`src/core/ccr_params.svh`:
```
// Constants of the codec control register bank: register keys, reset values, field positions, timing.
// Assumes inclusion by the bank module only.
`ifndef CCR_PARAMS_SVH
`define CCR_PARAMS_SVH

// ----------------------------------------------------------------------------
// Register keys: bank select in bit 4, location in bits 3..0
// ----------------------------------------------------------------------------
`define CCR_KEY_DIGITAL_CONTROL 5'h00
`define CCR_KEY_ANALOGUE_CONTROL 5'h01
`define CCR_KEY_ANALOGUE_GAIN 5'h02
`define CCR_KEY_TX_DIGITAL_GAIN 5'h03
`define CCR_KEY_SIDETONE_GAIN 5'h05
`define CCR_KEY_RX_DIGITAL_GAIN 5'h07
`define CCR_KEY_TONE_CONTROL 5'h10
`define CCR_KEY_SEQ_STEPS_LOW 5'h11
`define CCR_KEY_SEQ_STEPS_HIGH 5'h12

// ----------------------------------------------------------------------------
// Address byte fields
// ----------------------------------------------------------------------------
`define CCR_ADDR_READ_BIT 7
`define CCR_ADDR_BANK_BIT 4

// ----------------------------------------------------------------------------
// Reset values
// ----------------------------------------------------------------------------
`define CCR_RST_DIGITAL_CONTROL 8'h00
`define CCR_RST_ANALOGUE_CONTROL 8'h00
`define CCR_RST_ANALOGUE_GAIN 8'h08
`define CCR_RST_TX_DIGITAL_GAIN 8'h6d
`define CCR_RST_SIDETONE_GAIN 8'h20
`define CCR_RST_RX_DIGITAL_GAIN 8'h5b
`define CCR_RST_TONE_CONTROL 8'h00
`define CCR_RST_SEQ_STEPS 8'h00

// ----------------------------------------------------------------------------
// Writable masks (bits outside read back as zero, except the live overload flags in analogue control)
// ----------------------------------------------------------------------------
`define CCR_MASK_DIGITAL_CONTROL 8'hfe
`define CCR_MASK_ANALOGUE_CONTROL 8'h27
`define CCR_MASK_ANALOGUE_GAIN 8'h7f
`define CCR_MASK_SEQ_STEPS 8'h3f

// ----------------------------------------------------------------------------
// Field positions
// ----------------------------------------------------------------------------
`define CCR_DC_ALAW 7
`define CCR_DC_RXEN 6
`define CCR_DC_TXEN 5
`define CCR_DC_DIV_HI 4
`define CCR_DC_DIV_LO 1
`define CCR_AC_LOOP 5
`define CCR_AC_RXCLIP 4
`define CCR_AC_TXCLIP 3
`define CCR_AC_EP 2
`define CCR_AC_SPK 1
`define CCR_AC_NOV 0
`define CCR_AG_MICB 6
`define CCR_AG_MICA 5
`define CCR_AG_MICGAIN_HI 4
`define CCR_AG_MICGAIN_LO 2
`define CCR_AG_EPGAIN_HI 1
`define CCR_AG_EPGAIN_LO 0
`define CCR_TC_RING 7
`define CCR_TC_RX_TONE_INJECT 6
`define CCR_TC_TX_TONE_INJECT 5
`define CCR_TC_SLOW 4
`define CCR_TC_BURST 3
`define CCR_TC_SQUARE 2
`define CCR_TC_DUAL 1
`define CCR_TC_START 0

// ----------------------------------------------------------------------------
// PCM word lengths and timing
// ----------------------------------------------------------------------------
`define CCR_PCM_LINEAR_BITS 5'd16
`define CCR_PCM_ALAW_BITS 5'd8
`define CCR_CLK_PERIOD_NS 40
`define CCR_CAD_STEP_FAST_MS 1
`define CCR_CAD_STEP_SLOW_MS 4
`define CCR_NS_PER_MS 1000000
`define CCR_MS_CYCLES (`CCR_NS_PER_MS / `CCR_CLK_PERIOD_NS)

`endif

```
`src/core/ccr_pkg.sv`:
```
// Types of the codec control register bank: codec control and tone control bundles, sequencer states.
// Assumes the constants header is compiled alongside.
package ccr_pkg;

  // --------------------------------------------------------------------------
  // Control bundle towards the codec datapath and analogue front end
  // --------------------------------------------------------------------------
  typedef struct packed {
    logic pcmALaw;
    logic [4:0] pcmWordBits;
    logic rxChannelOn;
    logic txChannelOn;
    logic dividerOn;
    logic loopback;
    logic earpieceOn;
    logic speakerOn;
    logic voiceMute;
    logic micAConnect;
    logic micBConnect;
    logic [2:0] micAmpGain;
    logic [1:0] earpieceAmpGain;
    logic [7:0] txDigitalGainCoeff;
    logic [7:0] sidetoneCoeff;
    logic sidetoneOn;
    logic [7:0] rxDigitalGainCoeff;
  } ccr_ctrl_t;

  // --------------------------------------------------------------------------
  // Tone generator control bundle
  // --------------------------------------------------------------------------
  typedef struct packed {
    logic rxInject;
    logic txInject;
    logic squareWave;
    logic dualTone;
    logic burst;
    logic running;
    logic gate;
    logic [1:0] stepCode;
    logic [2:0] stepIndex;
  } ccr_tone_t;

  typedef enum logic [2:0] {
    SEQ_IDLE = 3'b001,
    SEQ_ON = 3'b010,
    SEQ_OFF = 3'b100
  } ccr_seq_state_t;

endpackage

```
`src/core/ccr_register_bank.sv`:
```
// Codec control register bank with its serial control port and tone step sequencer.
// Assumes the serial port pins are asynchronous to clock; overload flags and tone signals are on clock.
`timescale 1ns/1ps
`include "ccr_params.svh"

module ccr_register_bank
  import ccr_pkg::*;
#(
  parameter int MS_CYCLES = `CCR_MS_CYCLES
) (
  // Clock and reset
  input wire logic clock,
  input wire logic rst_n,
  // Serial control port pins
  input wire logic ctrlSelect_n,
  input wire logic ctrlShiftClk,
  input wire logic ctrlDataIn,
  output logic ctrlDataOut,
  output logic ctrlDataOutEn,
  // Status from the channels
  input wire logic rxOverload,
  input wire logic txOverload,
  // Tone generator interface
  input wire logic [7:0] cadencePeriod,
  input wire logic [7:0] cadenceOnTime,
  input wire logic toneWave,
  // Master clock divider
  output logic dividedClkTick,
  // Controls
  output ccr_ctrl_t codecCtrl,
  output ccr_tone_t toneCtrl,
  // Tone ringer pins
  output logic ringerPosOut,
  output logic ringerPosOutEn,
  output logic ringerNegOut,
  output logic ringerNegOutEn
);

  // --------------------------------------------------------------------------
  // Pin synchronisers; a third stage feeds the edge detectors only
  // --------------------------------------------------------------------------
  logic [2:0] selSync_r;
  logic [2:0] sclSync_r;
  logic [1:0] sdiSync_r;

  always_ff @(posedge clock or negedge rst_n) begin
    if (!rst_n) begin
      selSync_r <= 3'h7;
      sclSync_r <= 3'h0;
      sdiSync_r <= 2'h0;
    end else begin
      selSync_r <= {selSync_r[1:0], ctrlSelect_n};
      sclSync_r <= {sclSync_r[1:0], ctrlShiftClk};
      sdiSync_r <= {sdiSync_r[0], ctrlDataIn};
    end
  end

  wire selActive = !selSync_r[1];
  wire selRise = selSync_r[1] && !selSync_r[2];
  wire sclRise = sclSync_r[1] && !sclSync_r[2];
  wire sclFall = !sclSync_r[1] && sclSync_r[2];
  wire sdiBit = sdiSync_r[1];

  // --------------------------------------------------------------------------
  // Serial frame: 8 address bits then 8 data bits
  // --------------------------------------------------------------------------
  logic [4:0] bitCnt_r;
  logic [7:0] addr_r;
  logic [7:0] wdata_r;
  logic sdo_r;
  logic sdoEn_r;
  logic [7:0] readData;

  wire inData = bitCnt_r >= 5'd8 && bitCnt_r < 5'd16;
  wire isRead = addr_r[`CCR_ADDR_READ_BIT];
  wire [4:0] regKey = {addr_r[`CCR_ADDR_BANK_BIT], addr_r[3:0]};
  wire [4:0] bitCntInc = bitCnt_r + 5'd1;
  wire writeDone = sclRise && selActive && !isRead && bitCnt_r == 5'd15;
  wire [7:0] writeValue = {wdata_r[6:0], sdiBit};
  wire [2:0] readIdx = 3'(5'd15 - bitCnt_r);

  // A select pause after the address byte keeps the count, so the data byte may follow later
  always_ff @(posedge clock or negedge rst_n) begin
    if (!rst_n) begin
      bitCnt_r <= 5'd0;
    end else if (selRise && bitCnt_r != 5'd8) begin
      bitCnt_r <= 5'd0;
    end else if (sclRise && selActive && bitCnt_r < 5'd16) begin
      bitCnt_r <= bitCntInc;
    end
  end

  always_ff @(posedge clock or negedge rst_n) begin
    if (!rst_n) begin
      addr_r <= 8'h00;
      wdata_r <= 8'h00;
    end else if (sclRise && selActive) begin
      if (bitCnt_r < 5'd8) begin
        addr_r <= {addr_r[6:0], sdiBit};
      end else begin
        wdata_r <= writeValue;
      end
    end
  end

  // Read data changes only on falling shift clock; pin floats before the data byte and whenever select is high
  always_ff @(posedge clock or negedge rst_n) begin
    if (!rst_n) begin
      sdo_r <= 1'b0;
      sdoEn_r <= 1'b0;
    end else if (!selActive) begin
      sdoEn_r <= 1'b0;
    end else if (sclFall && isRead && inData) begin
      sdo_r <= readData[readIdx];
      sdoEn_r <= 1'b1;
    end
  end

  assign ctrlDataOut = sdo_r;
  assign ctrlDataOutEn = sdoEn_r;

  // --------------------------------------------------------------------------
  // Register storage
  // --------------------------------------------------------------------------
  logic [7:0] digCtrl_r;
  logic [7:0] anaCtrl_r;
  logic [7:0] anaGain_r;
  logic [7:0] txGain_r;
  logic [7:0] sideGain_r;
  logic [7:0] rxGain_r;
  logic [7:0] toneCtl_r;
  logic [7:0] seqLow_r;
  logic [7:0] seqHigh_r;

  function automatic logic hits(input logic [4:0] key, input logic [4:0] target);
    hits = key == target;
  endfunction

  always_ff @(posedge clock or negedge rst_n) begin
    if (!rst_n) begin
      digCtrl_r <= `CCR_RST_DIGITAL_CONTROL;
      anaCtrl_r <= `CCR_RST_ANALOGUE_CONTROL;
      anaGain_r <= `CCR_RST_ANALOGUE_GAIN;
      txGain_r <= `CCR_RST_TX_DIGITAL_GAIN;
      sideGain_r <= `CCR_RST_SIDETONE_GAIN;
      rxGain_r <= `CCR_RST_RX_DIGITAL_GAIN;
      toneCtl_r <= `CCR_RST_TONE_CONTROL;
      seqLow_r <= `CCR_RST_SEQ_STEPS;
      seqHigh_r <= `CCR_RST_SEQ_STEPS;
    end else if (writeDone) begin
      if (hits(regKey, `CCR_KEY_DIGITAL_CONTROL)) begin
        digCtrl_r <= writeValue & `CCR_MASK_DIGITAL_CONTROL;
      end
      if (hits(regKey, `CCR_KEY_ANALOGUE_CONTROL)) begin
        anaCtrl_r <= writeValue & `CCR_MASK_ANALOGUE_CONTROL;
      end
      if (hits(regKey, `CCR_KEY_ANALOGUE_GAIN)) begin
        anaGain_r <= writeValue & `CCR_MASK_ANALOGUE_GAIN;
      end
      if (hits(regKey, `CCR_KEY_TX_DIGITAL_GAIN)) begin
        txGain_r <= writeValue;
      end
      if (hits(regKey, `CCR_KEY_SIDETONE_GAIN)) begin
        sideGain_r <= writeValue;
      end
      if (hits(regKey, `CCR_KEY_RX_DIGITAL_GAIN)) begin
        rxGain_r <= writeValue;
      end
      if (hits(regKey, `CCR_KEY_TONE_CONTROL)) begin
        toneCtl_r <= writeValue;
      end
      if (hits(regKey, `CCR_KEY_SEQ_STEPS_LOW)) begin
        seqLow_r <= writeValue & `CCR_MASK_SEQ_STEPS;
      end
      if (hits(regKey, `CCR_KEY_SEQ_STEPS_HIGH)) begin
        seqHigh_r <= writeValue & `CCR_MASK_SEQ_STEPS;
      end
    end
  end

  // --------------------------------------------------------------------------
  // Read selection; overload flags are live, unmapped locations read zero
  // --------------------------------------------------------------------------
  logic [7:0] statusBits;

  assign statusBits = {3'h0, rxOverload, txOverload, 3'h0};

  always_comb begin
    readData = 8'h00;
    if (hits(regKey, `CCR_KEY_DIGITAL_CONTROL)) readData = digCtrl_r;
    if (hits(regKey, `CCR_KEY_ANALOGUE_CONTROL)) readData = anaCtrl_r | statusBits;
    if (hits(regKey, `CCR_KEY_ANALOGUE_GAIN)) readData = anaGain_r;
    if (hits(regKey, `CCR_KEY_TX_DIGITAL_GAIN)) readData = txGain_r;
    if (hits(regKey, `CCR_KEY_SIDETONE_GAIN)) readData = sideGain_r;
    if (hits(regKey, `CCR_KEY_RX_DIGITAL_GAIN)) readData = rxGain_r;
    if (hits(regKey, `CCR_KEY_TONE_CONTROL)) readData = toneCtl_r;
    if (hits(regKey, `CCR_KEY_SEQ_STEPS_LOW)) readData = seqLow_r;
    if (hits(regKey, `CCR_KEY_SEQ_STEPS_HIGH)) readData = seqHigh_r;
  end

  // --------------------------------------------------------------------------
  // Codec controls
  // --------------------------------------------------------------------------
  wire rxEn = digCtrl_r[`CCR_DC_RXEN];
  wire txEn = digCtrl_r[`CCR_DC_TXEN];
  wire [3:0] divSel = digCtrl_r[`CCR_DC_DIV_HI:`CCR_DC_DIV_LO];

  assign codecCtrl.pcmALaw = digCtrl_r[`CCR_DC_ALAW];
  assign codecCtrl.pcmWordBits = digCtrl_r[`CCR_DC_ALAW] ? `CCR_PCM_ALAW_BITS : `CCR_PCM_LINEAR_BITS;
  assign codecCtrl.rxChannelOn = rxEn;
  assign codecCtrl.txChannelOn = txEn;
  assign codecCtrl.dividerOn = rxEn || txEn;
  assign codecCtrl.loopback = anaCtrl_r[`CCR_AC_LOOP];
  assign codecCtrl.earpieceOn = anaCtrl_r[`CCR_AC_EP];
  assign codecCtrl.speakerOn = anaCtrl_r[`CCR_AC_SPK];
  assign codecCtrl.voiceMute = anaCtrl_r[`CCR_AC_NOV];
  // The selected microphone is only powered while the transmit channel runs
  assign codecCtrl.micAConnect = txEn && anaGain_r[`CCR_AG_MICA];
  assign codecCtrl.micBConnect = txEn && anaGain_r[`CCR_AG_MICB];
  assign codecCtrl.micAmpGain = anaGain_r[`CCR_AG_MICGAIN_HI:`CCR_AG_MICGAIN_LO];
  assign codecCtrl.earpieceAmpGain = anaGain_r[`CCR_AG_EPGAIN_HI:`CCR_AG_EPGAIN_LO];
  assign codecCtrl.txDigitalGainCoeff = txGain_r;
  assign codecCtrl.sidetoneCoeff = sideGain_r;
  assign codecCtrl.sidetoneOn = sideGain_r != 8'h00;
  assign codecCtrl.rxDigitalGainCoeff = rxGain_r;

  // --------------------------------------------------------------------------
  // Master clock divider: one tick every divider value plus one cycles
  // --------------------------------------------------------------------------
  logic [3:0] divCnt_r;
  logic divTick_r;

  always_ff @(posedge clock or negedge rst_n) begin
    if (!rst_n) begin
      divCnt_r <= 4'h0;
      divTick_r <= 1'b0;
    end else if (!codecCtrl.dividerOn) begin
      divCnt_r <= 4'h0;
      divTick_r <= 1'b0;
    end else if (divCnt_r >= divSel) begin
      divCnt_r <= 4'h0;
      divTick_r <= 1'b1;
    end else begin
      divCnt_r <= divCnt_r + 4'h1;
      divTick_r <= 1'b0;
    end
  end

  assign dividedClkTick = divTick_r;

  // --------------------------------------------------------------------------
  // Cadence timebase: 1 ms or 4 ms steps
  // --------------------------------------------------------------------------
  wire slowStep = toneCtl_r[`CCR_TC_SLOW];
  wire startTone = toneCtl_r[`CCR_TC_START];
  logic [$clog2(MS_CYCLES)-1:0] msCnt_r;
  logic [2:0] msDiv_r;
  wire msTick = msCnt_r == ($clog2(MS_CYCLES))'(MS_CYCLES - 1);
  wire [2:0] stepMs = slowStep ? 3'(`CCR_CAD_STEP_SLOW_MS) : 3'(`CCR_CAD_STEP_FAST_MS);
  wire cadTick = msTick && msDiv_r == stepMs - 3'd1;

  always_ff @(posedge clock or negedge rst_n) begin
    if (!rst_n) begin
      msCnt_r <= '0;
      msDiv_r <= 3'd0;
    end else if (!startTone) begin
      msCnt_r <= '0;
      msDiv_r <= 3'd0;
    end else begin
      msCnt_r <= msTick ? '0 : msCnt_r + 1'b1;
      if (cadTick) begin
        msDiv_r <= 3'd0;
      end else if (msTick) begin
        msDiv_r <= msDiv_r + 3'd1;
      end
    end
  end

  // --------------------------------------------------------------------------
  // Six-step sequencer: each period is cadence period plus one steps long
  // --------------------------------------------------------------------------
  ccr_seq_state_t seqState_r;
  ccr_seq_state_t seqState_nxt;
  logic [7:0] cadCnt_r;
  logic [2:0] stepIdx_r;
  logic toneGate_r;

  wire periodEnd = cadTick && cadCnt_r == cadencePeriod;
  wire onEnd = cadTick && cadCnt_r + 8'd1 >= cadenceOnTime;
  wire lastStep = stepIdx_r == 3'd5;
  wire burstDone = toneCtl_r[`CCR_TC_BURST] && lastStep && periodEnd;
  wire [11:0] stepCodes = {seqHigh_r[5:0], seqLow_r[5:0]};
  wire [2:0] stepIdxNxt = seqState_nxt == SEQ_IDLE ? 3'd0 :
    periodEnd ? (lastStep ? 3'd0 : stepIdx_r + 3'd1) : stepIdx_r;
  wire [1:0] stepCode = stepCodes[{stepIdx_r, 1'b0} +: 2];
  // Gate follows the step about to play, so a silent step never inherits the previous tone
  wire [1:0] stepCodeNxt = stepCodes[{stepIdxNxt, 1'b0} +: 2];

  always_comb begin
    seqState_nxt = seqState_r;
    unique case (seqState_r)
      SEQ_IDLE: if (startTone) seqState_nxt = SEQ_ON;
      SEQ_ON: begin
        if (!startTone || burstDone) seqState_nxt = SEQ_IDLE;
        else if (periodEnd) seqState_nxt = SEQ_ON;
        else if (onEnd) seqState_nxt = SEQ_OFF;
      end
      SEQ_OFF: begin
        if (!startTone || burstDone) seqState_nxt = SEQ_IDLE;
        else if (periodEnd) seqState_nxt = SEQ_ON;
      end
      default: seqState_nxt = SEQ_IDLE;
    endcase
  end

  always_ff @(posedge clock or negedge rst_n) begin
    if (!rst_n) begin
      seqState_r <= SEQ_IDLE;
      cadCnt_r <= 8'h00;
      stepIdx_r <= 3'd0;
      toneGate_r <= 1'b0;
    end else begin
      seqState_r <= seqState_nxt;
      toneGate_r <= seqState_nxt == SEQ_ON && cadenceOnTime != 8'h00 && stepCodeNxt != 2'b00;
      stepIdx_r <= stepIdxNxt;
      if (seqState_nxt == SEQ_IDLE) begin
        cadCnt_r <= 8'h00;
      end else if (periodEnd) begin
        cadCnt_r <= 8'h00;
      end else if (cadTick) begin
        cadCnt_r <= cadCnt_r + 8'd1;
      end
    end
  end

  assign toneCtrl.rxInject = toneCtl_r[`CCR_TC_RX_TONE_INJECT];
  assign toneCtrl.txInject = toneCtl_r[`CCR_TC_TX_TONE_INJECT];
  assign toneCtrl.squareWave = toneCtl_r[`CCR_TC_SQUARE];
  assign toneCtrl.dualTone = toneCtl_r[`CCR_TC_DUAL];
  assign toneCtrl.burst = toneCtl_r[`CCR_TC_BURST];
  assign toneCtrl.running = seqState_r != SEQ_IDLE;
  assign toneCtrl.gate = toneGate_r;
  assign toneCtrl.stepCode = stepCode;
  assign toneCtrl.stepIndex = stepIdx_r;

  // --------------------------------------------------------------------------
  // Tone ringer push/pull pins; both float while ringer inject is low
  // --------------------------------------------------------------------------
  logic ringPos_r;
  logic ringEn_r;

  always_ff @(posedge clock or negedge rst_n) begin
    if (!rst_n) begin
      ringPos_r <= 1'b0;
      ringEn_r <= 1'b0;
    end else begin
      ringPos_r <= toneWave && toneGate_r;
      ringEn_r <= toneCtl_r[`CCR_TC_RING];
    end
  end

  // Negative pin is the complement while the tone gate is high, so the pair swings differentially
  assign ringerPosOut = ringPos_r;
  assign ringerNegOut = !ringPos_r && toneGate_r;
  assign ringerPosOutEn = ringEn_r;
  assign ringerNegOutEn = ringEn_r;

endmodule

```
`config.mk`:
```
export PLATFORM = sky130hd
export DESIGN_NAME = ccr_register_bank
export DESIGN_NICKNAME = d
export VERILOG_FILES = /design/src/core/ccr_pkg.sv /design/src/core/ccr_register_bank.sv
export VERILOG_INCLUDE_DIRS = /design/src /design/src/core
export SDC_FILE = /design/constraint.sdc
export NUM_CORES = 1
export LEC_CHECK = 0
export BUFFER_PORTS_ARGS = -buffer_cell sky130_fd_sc_hd__clkbuf_2
export CAP_MARGIN = 20
export CORE_MARGIN = 2
export CORE_UTILIZATION = 54
export DETAILED_ROUTE_END_ITERATION = 10
export GPL_TIMING_DRIVEN = 0
export PLACE_DENSITY = 0.75
export SYNTH_ARGS = -nofsm -noshare
export SYNTH_HDL_FRONTEND = slang
export SYNTH_SLANG_ARGS = --single-unit
export TNS_END_PERCENT = 50
```
`constraint.sdc`:
```
create_clock -name clock -period 3.2 [get_ports clock]
set_input_delay 0.16 -clock clock [delete_from_list [all_inputs] [get_ports clock]]
set_output_delay 0.16 -clock clock [all_outputs]
set_load 0.005 [all_outputs]
```
== Yosys cells after proc, flatten, opt, wreduce, memory -nomap -nowiden ==
Cells that the tools add are included.

* Bits in registers: 132
* Output and inout port bits: 64
* Bits of input ports: 24
* Logic and storage cells: 156

* Mux-type cells: 39
* Reduce and logical (&&, ||, !) cells: 50
* Shift-type cells: 2
* Eq/ne operators: 21
* Add/subtract/negate cells: 8
* Magnitude comparators: 6
* Bitwise gates (word level): 3

{| class="wikitable"
|+ Operators with widths
! operator !! count
|-
| two-way mux 8 bit || 12
|-
| two-way mux 3 bit || 13
|-
| two-way mux 15 bit || 2
|-
| AND reduction 2 bit || 12
|-
| indexed part select 12 x 5 -> 2 bit || 2
|-
| logical AND 1 bit || 22
|-
| nonzero test 8 bit || 2
|-
| adder 15 x 1 -> 15 bit (second input constant) || 1
|-
| equality test 15 bit (second input constant) || 1
|-
| equality test 5 bit (second input constant) || 3
|-
| two-way mux 5 bit || 3
|-
| equality test 5 x 2 -> 1 bit (second input constant) || 2
|-
| equality test 5 x 3 -> 1 bit (second input constant) || 2
|-
| one-hot mux 3 bit (3 select lines) || 1
|-
| adder 8 x 1 -> 8 bit (second input constant) || 1
|-
| equality test 8 bit || 1
|-
| >= comparator 8 bit || 1
|-
| two-way mux 4 bit || 2
|-
| logical NOT 1 bit || 7
|-
| adder 3 x 1 -> 3 bit (second input constant) || 2
|-
| equality test 3 x 1 -> 1 bit (second input constant) || 2
|-
| equality test 3 x 2 -> 1 bit (second input constant) || 2
|-
| equality test 3 bit (second input constant) || 2
|-
| != test 3 x 1 -> 1 bit (second input constant) || 2
|-
| 21 further kinds || 29
|}

== Logic depth before layout (Yosys ltp) ==
Gate-level depths: netlist of run 1.

* Word-level depth: 14
* Mapped depth: 12
* Depth with buffers taken out: 12

== Worst setup path before layout of run 1 ==
Ideal clock, no wire load.

* Kind: reg-to-reg
* From: reg cadCnt_r[2]
* To: reg toneGate_r
* Path buffers: 1
* Stages on the path, launching flop included: 13
* Required time: 3054 ps
* Path slack: 248 ps
* Period minus slack after synthesis: 2952 ps
* Arrival: 2806 ps
* Library setup time: 146 ps
* Path through: dfrtp_1 > clkbuf_1 > and3_1 > and3_1 > xor2_1 > ha_1 > nand4_1 > and3_1 > o21ai_0 > a21oi_1 > or4bb_1 > a2111oi_0 > nor4_1

* Longest elaborated chain between the ends: 12
* Elaborated cells on any way between the ends: 21
* Classes of those cells: add/sub (1); order compare (1); eq/ne (3); shift (1); mux (8); reduce/logical (7)

{| class="wikitable"
|+ RTL lines
! what !! RTL line !! source
|-
| start, declared || ccr_register_bank.sv:284 || <nowiki>logic [7:0] cadCnt_r;</nowiki>
|-
| start signal, assigned || ccr_register_bank.sv:331 || <nowiki>cadCnt_r <= cadCnt_r + 8'd1;</nowiki>
|-
| adder 8 x 1 -> 8 bit || ccr_register_bank.sv:289 || <nowiki>wire onEnd = cadTick && cadCnt_r + 8'd1 >= cadenceOnTime;</nowiki>
|-
| >= comparator 8 bit || ccr_register_bank.sv:289 ||
|-
| logical AND 1 bit || ccr_register_bank.sv:289 ||
|-
| two-way mux 3 bit || ccr_register_bank.sv:306 || <nowiki>else if (onEnd) seqState_nxt = SEQ_OFF;</nowiki>
|-
| two-way mux 3 bit || ccr_register_bank.sv:305 || <nowiki>else if (periodEnd) seqState_nxt = SEQ_ON;</nowiki>
|-
| two-way mux 3 bit || ccr_register_bank.sv:304 || <nowiki>if (!startTone || burstDone) seqState_nxt = SEQ_IDLE;</nowiki>
|-
| one-hot mux 3 bit (3 select lines) * || ccr_register_bank.sv:301 || <nowiki>unique case (seqState_r)</nowiki>
|-
| net seqState_nxt[2] || ccr_register_bank.sv:283 || <nowiki>ccr_seq_state_t seqState_nxt;</nowiki>
|-
| equality test 3 x 1 -> 1 bit || ccr_register_bank.sv:293 || <nowiki>wire [2:0] stepIdxNxt = seqState_nxt == SEQ_IDLE ? 3'd0 :</nowiki>
|-
| two-way mux 3 bit || ccr_register_bank.sv:293 ||
|-
| indexed part select 12 x 5 -> 2 bit || ccr_register_bank.sv:297 || <nowiki>wire [1:0] stepCodeNxt = stepCodes[{stepIdxNxt, 1'b0} +: 2];</nowiki>
|-
| nonzero test 2 bit || ccr_register_bank.sv:324 || <nowiki>toneGate_r <= seqState_nxt == SEQ_ON && cadenceOnTime != 8'h00 && stepCodeNxt != 2'b00;</nowiki>
|-
| logical AND 1 bit * || ccr_register_bank.sv:324 ||
|-
| end signal, assigned || ccr_register_bank.sv:321 || <nowiki>toneGate_r <= 1'b0;</nowiki>
|-
| end signal, assigned || ccr_register_bank.sv:324 ||
|-
| end, declared || ccr_register_bank.sv:286 || <nowiki>logic toneGate_r;</nowiki>
|}

The timed path passes the listed nets; every way through them passes the cells marked *.
A chain may end at the register's enable or synchronous reset.

== Worst setup path in the final report of run 1 ==
Ends and elaborated chain as after synthesis.

==> results of run 1 <==
[cell type report]
class	count	area (sq um)
Timing Repair Buffer	92	522
Multi-Input combinational cell	431	3310
Buffer	44	239
Inverter	22	82.6
Fill cell	986	4260
Sequential cell	132	3330
Clock inverter	13	158
Clock buffer	19	453
Tap cell	172	215
[per-layer routing]
metal  share of wire, %  vias to the layer above
li1                   -                     2459
met2                 49                      179
met5                  0                        -
met1                 43                     2601
met4                2.1                        0
met3                5.7                       32
[stage by stage]
step,instances,total power (W)
after floorplan,630,0.00208
after global placement,886,0.00223
after detailed placement,887,0.00225
after CTS,925,0.00423
after global routing,925,0.00438
final,925,0.00421
[critical path: stages, from the launching register on]
cell       delay, ps
dfrtp_2          450
and3_1           250
and3_1           250
xor2_1           160
ha_1             320
nand4_1           90
and3_1           180
o21ai_0           80
a21oi_1          120
or4bb_1          530
a2111oi_4        420
nor4_1           130
[kinds of logic (layout without fill, tap and decap cells)]
family          after synthesis  in the layout  share of synthesized area [%]
mux                          94             94                           16.3
simple gates                201            201                           15.1
xor+xnor                     35             35                           4.43
fa+ha+maj                    20             20                           3.58
buf+inv                      67            190                           4.70
flops                       132            132                           48.1
other cells                   1              3                         0.0542
compound gates               78             78                           7.73
[report_power, final]
group          switching [W]  leakage (nW)  internal, W
Sequential         0.0000418          1.75      0.00172
Combinational       0.000293          1.79     0.000176
Clock               0.000721         0.291      0.00126
[synthesized netlist by cell type, drive strengths merged, types with 12 or more instances]
library cell | n | share of area (%)
dfrtp | 116 | 42
mux2 | 79 | 13
nor2 | 60 | 3.3
nand2 | 39 | 2.2
buf | 25 | 2.4
inv | 22 | 1.2
a21oi | 20 | 1.4
clkbuf | 20 | 1.1
ha | 19 | 3.4
xnor2 | 19 | 2.4
nand3 | 17 | 1.2
dfstp | 16 | 6.1
nor3 | 16 | 1.2
xor2 | 16 | 2.0
o21ai | 12 | 0.87
[repair_timing]
item,4_1_cts,5_1_grt
setup buffers,2,0
pin swaps,1,0
hold buffers,5,0
gates cloned,0,0
hold endpoints to repair,49,0
endpoints found under the setup margin,2,18
resized for setup,3,5
[registers in the layout, indices dropped and copies added (netlist names), 4 cells and up]
register	count
addr_r	8
anaCtrl_r	4
anaGain_r	7
bitCnt_r	5
cadCnt_r	8
digCtrl_r	7
divCnt_r	4
msCnt_r	15
rxGain_r	8
seqHigh_r	6
seqLow_r	6
sideGain_r	8
toneCtl_r	8
txGain_r	8
wdata_r	7
[worst min-delay path by stage]
stage / from / to / slack [ps] / cells after the start
2_1_floorplan: rst_n / addr_r[0] / -140 / 0
3_3_place_gp: ctrlSelect_n / selSync_r[0] / 250 / 1
3_5_place_dp: rst_n / msCnt_r[10] / 150 / 1
4_1_cts: rst_n / msCnt_r[10] / 280 / 2
5_1_grt: rst_n / msCnt_r[9] / 300 / 2
6_report: rst_n / msCnt_r[9] / 260 / 2
==> out/summary.txt, run 1 <==
Post-DR wirelength/cell: 18.1 microns
Initial antenna violation count: 0
Cells after Synth: 628
Die Wd: 117 microns
Final Cycle Share: 96.9%
Final HPWL DP: 11900 microns
R2R depth: 11
Clock Sinks: 132
Clock skew: 6.95 ps
Antenna Cells: 0
CTS tree: yes
Hold Fails Final Rpt: 0
Worst Setup EP: toneGate_r
Number of synthesized flops with an enable pin: 0
Worst-path maximum fanout: 7
Die area: 13700 sq um
Slew @ Worst Pin: 1150 ps
Yosys warnings: 0
Max Fclk: 0.322 GHz
Critical path class: register to register
Initial DRC Count: 415
Core ar.: 12600 sq um
Netlist cell types: 63
Largest net degree at the start of global routing: 77
Pwr Density: 507 nW/um^2
DR vias: 5271
Async S/R FF share, synth: 100%
Seq/Total Area, Yosys: 48.1%
Max-slew headroom at the worst pin: 23.2%
Hold WS: 259 ps
First-pass GRT wire length: 27000 microns
Final wirelength: 16700 microns
Post-DP Area: 7590 sq um
Worst endpoint data arrival time: 3380 ps
Worst R2R End: toneGate_r
Max Cap Viol: 0
Row Count: 41
Clock Tree Root: clkbuf_16
Worst R2R Setup Slack: 100 ps
Via count of the first global-routing pass: 5176
I/O pins: 88
Routed Antenna Nets: 0
Total grt overflow: 0
#FFs+latches synth: 132
Area Growth Syn to Fin: 20.1%
Most frequent cells in the layout: 114 x dfrtp_1, 83 x clkbuf_2, 79 x mux2_2, 60 x nor2_1, 38 x nand2_1
Nets: 783
Commonest non-fill, non-tap cell in the layout: dfrtp_1
Fin area: 8310 sq um
Mapped Avg Cell Area: 11.0 sq um
Total iterations of the first detailed-routing run: 5
CTS H-tree lvls: 4
I/O Buffers: 84
Layout cells sized above 1: 34.0%
Class of the worst hold path: input port to async pin
GR Util All Layers: 26.0%
Initial Util: 55.0%
Worst R2R Start: cadCnt_r[2]
M2 GR Usage: 41.8%
Top_reg_cell synth: dfrtp_1
RSZ-0062 raised after global routing: yes
Total CTS buffers: 17
Worst skew pair latency: 420 ps
Most used routing layer: met2
Clk buf depth: 2
Die height: 117 microns
DRC: 0
Gpl congestion: 0.930
CP endpoint kind: register
Tmin final: 3100 ps
Critical path startpoint category: register
Lkg Pwr: 3.84 nW
Routed vias/inst: 5.70
Dpl ws: -281 ps
Max-slew violation count: 0
Final Setup Violations: 0
Peak supply drop: 0.370 mV
Synth Cell Area: 6920 sq um
Clock-pin slew on the worst setup and hold paths: 50 ps
PnR worst setup slack: 98.1 ps
Setup TNS: 0 ps
Grt met1 use: 34.3%
Critical Path Source: cadCnt_r[2]
Final core occ: 66.1%
Worst endpoint required time: 3480 ps
Met3 usage: 5.72%
Outcome: complete, no violations
Power figures use the tool's default switching activity.
==> run 2, diff against run 1 <==
--- a/config.mk
+++ b/config.mk
@@ -13,6 +13,7 @@
 export DETAILED_ROUTE_END_ITERATION = 10
 export GPL_TIMING_DRIVEN = 0
 export PLACE_DENSITY = 0.75
+export SETUP_SLACK_MARGIN = 0.3
 export SYNTH_ARGS = -nofsm -noshare
 export SYNTH_HDL_FRONTEND = slang
 export SYNTH_SLANG_ARGS = --single-unit
==> out/summary.txt, run 2 (synthesis results as in run 1) <==
Net Sw Frac: 25.7% (was 25.1%)
Clk buf depth: 2 (unchanged)
Die Wd: 117 microns (unchanged)
Max Cap Viol: 0 (unchanged)
Final HPWL DP: 11700 microns (was 11900 microns)
Antenna Cells: 0 (unchanged)
Total grt overflow: 0 (unchanged)
Core ar.: 12600 sq um (unchanged)
Max Fclk: 0.342 GHz (was 0.322 GHz)
Worst skew pair latency: 430 ps (was 420 ps)
Die height: 117 microns (unchanged)
Post-DR wirelength/cell: 18.2 microns (was 18.1 microns)
DRC: 0 (unchanged)
Worst-path maximum fanout: 6 (was 7)
Max reg flops: 15 (unchanged)
Logic pwr share: 11.2% (was 11.1%)
GR Util All Layers: 26.1% (was 26.0%)
Clock power share: 46.8% (was 47.0%)
Cell Int Power: 0.00311 W (was 0.00316 W)
Psw: 0.00107 W (was 0.00106 W)
Die area: 13700 sq um (unchanged)
Post-DP Area: 7600 sq um (was 7590 sq um)
Total CTS buffers: 17 (unchanged)
Largest net degree at the start of global routing: 111 (was 77)
Worst-path cell chain: or4_4 -> buf_4 -> nor4_4 -> nand2_1 -> a21oi_1 -> or4bb_4 -> a2111oi_4 -> nor4_2 (was and3_1 -> and3_1 -> xor2_1 -> ha_1 -> nand4_1 -> and3_1 -> o21ai_0 -> a21oi_1 -> or4bb_1 -> a2111oi_4 -> nor4_1)
Worst endpoint required time: 3500 ps (was 3480 ps)
Outcome: complete, no violations (unchanged)
RSZ-0062 raised after global routing: yes (unchanged)
Final Setup Violations: 0 (unchanged)
R2R depth: 8 (was 11)
Row Count: 41 (unchanged)
Class of the worst hold path: input port to async pin (unchanged)
Lkg Pwr: 3.91 nW (was 3.84 nW)
Clock Tree Root: clkbuf_16 (unchanged)
CTS H-tree lvls: 4 (unchanged)
Critical path class: register to register (unchanged)
Clock skew: 9.06 ps (was 6.95 ps)
Routed Antenna Nets: 0 (unchanged)
Largest Register: msCnt_r (unchanged)
Final-layout fill cell count: 923 (was 986)
Slew @ Worst Pin: 1010 ps (was 1150 ps)
First-pass GRT wire length: 27100 microns (was 27000 microns)
Initial Util: 55.0% (unchanged)
Max-slew violation count: 0 (unchanged)
Nets: 796 (was 783)
Routed vias/inst: 5.84 (was 5.70)
Critical path's top delay family: simple AND/OR/NAND/NOR gates (unchanged)
Area Growth Syn to Fin: 22.2% (was 20.1%)
Slowest-stage cell, CP: or4bb_4 (was or4bb_1)
Seq pwr share: 42.1% (was 41.9%)
Via count of the first global-routing pass: 5332 (was 5176)
Area of the multi-input gates: 3360 sq um (was 3310 sq um)
Tmin final: 2920 ps (was 3100 ps)
Gpl congestion: 0.987 (was 0.930)
Total iterations of the first detailed-routing run: 5 (unchanged)
Register area: 3330 sq um (unchanged)
Worst R2R Setup Slack: 280 ps (was 100 ps)
I/O Buffers: 84 (unchanged)
Worst R2R End: toneGate_r (unchanged)
Max-slew headroom at the worst pin: 32.0% (was 23.2%)
Initial antenna violation count: 0 (unchanged)
Worst R2R Start: msCnt_r[9] (was cadCnt_r[2])
Final Cycle Share: 91.3% (was 96.9%)
Commonest non-fill, non-tap cell in the layout: dfrtp_1 (unchanged)
Critical path startpoint category: register (unchanged)
CP Buf/Inv Count: 1 (was 0)
Fin area: 8450 sq um (was 8310 sq um)
Most frequent cells in the layout: 114 x dfrtp_1, 85 x clkbuf_2, 79 x mux2_2, 59 x nor2_1, 38 x nand2_1 (was 114 x dfrtp_1, 83 x clkbuf_2, 79 x mux2_2, 60 x nor2_1, 38 x nand2_1)
Clock-pin slew on the worst setup and hold paths: 60 ps (was 50 ps)
Clock Sinks: 132 (unchanged)
Initial DRC Count: 567 (was 415)
Pwr Density: 495 nW/um^2 (was 507 nW/um^2)
CTS tree: yes (unchanged)
DR vias: 5469 (was 5271)
Max incr delay on CP: 570 ps (was 530 ps)
CP endpoint kind: register (unchanged)
Hold WS: 173 ps (was 259 ps)
I/O pins: 88 (unchanged)
Peak supply drop: 0.357 mV (was 0.370 mV)
Layout cells sized above 1: 36.5% (was 34.0%)
Critical path depth: 8 (was 11)
Hold Fails Final Rpt: 0 (unchanged)
Final wirelength: 17000 microns (was 16700 microns)
Worst endpoint data arrival time: 3220 ps (was 3380 ps)
-- run 2: changes by cell type in the layout (fill, tap and decap cells not counted), moves of 2 or more --
cell / delta
clkinv_2: -4
and3_1: -2
buf_4: +13
and3_4: +2
clkbuf_2: +2
-- run 2: metrics by stage --
stage	worst slack, ps	power [W]	util [%]	std cells	setup TNS, ps
after floorplan	325	0.00208	-	630	0
after global placement	-19.0	0.00222	60.2	886	-1250
after detailed placement	-56.8	0.00224	60.5	887	-56.8
after CTS	178	0.00418	66.4	929	0
after global routing	193	0.00433	67.2	937	0
final	279	0.00418	67.2	937	0
-- run 2: repair_timing --
action                                 CTS  global route
hold buffers                             5             0
pin swaps                                6             8
setup buffers                            6             8
resized for setup                       13            12
endpoints found under the hold margin   27             0
setup endpoints to repair               10             3
-- run 2: metal layers --
layer | vias up | part of all wire (%) | GRT usage (%)
met5 | - | 0 | 0
met4 | 0 | 2.4 | 10.8
met3 | 39 | 7.4 | 8.75
met2 | 250 | 48 | 41.3
met1 | 2700 | 42 | 33.2
li1 | 2480 | - | -
-- run 2: cell type report --
class,instances,share of cell area (%)
clock buffer,21,5.57
multi-input combinational,431,39.8
timing repair buffer,104,7.24
clock inverter,10,1.48
buffer,45,3.07
inverter,22,0.977
tap,172,2.55
sequential,132,39.4
-- run 2: how the worst max path moves through the flow --
| stage | start | to | slack, ps |
|---|---|---|---|
| after floorplan | cadCnt_r[2] | toneGate_r | 320 |
| after global placement | rst_n | divCnt_r[1] | -20 |
| after detailed placement | cadCnt_r[2] | toneGate_r | -60 |
| after CTS | msCnt_r[12] | toneGate_r | 180 |
| after global routing | cadCnt_r[2] | toneGate_r | 190 |
| final | msCnt_r[9] | toneGate_r | 280 |
-- run 2: power by group through the flow --
stage               clock network (W)  logic [W]  registers, W
floorplan                           0   0.000305       0.00177
global placement                    0   0.000431       0.00178
detailed placement                  0   0.000449       0.00179
CTS                           0.00197   0.000456       0.00176
global route                  0.00205   0.000507       0.00177
finish                        0.00196   0.000467       0.00176
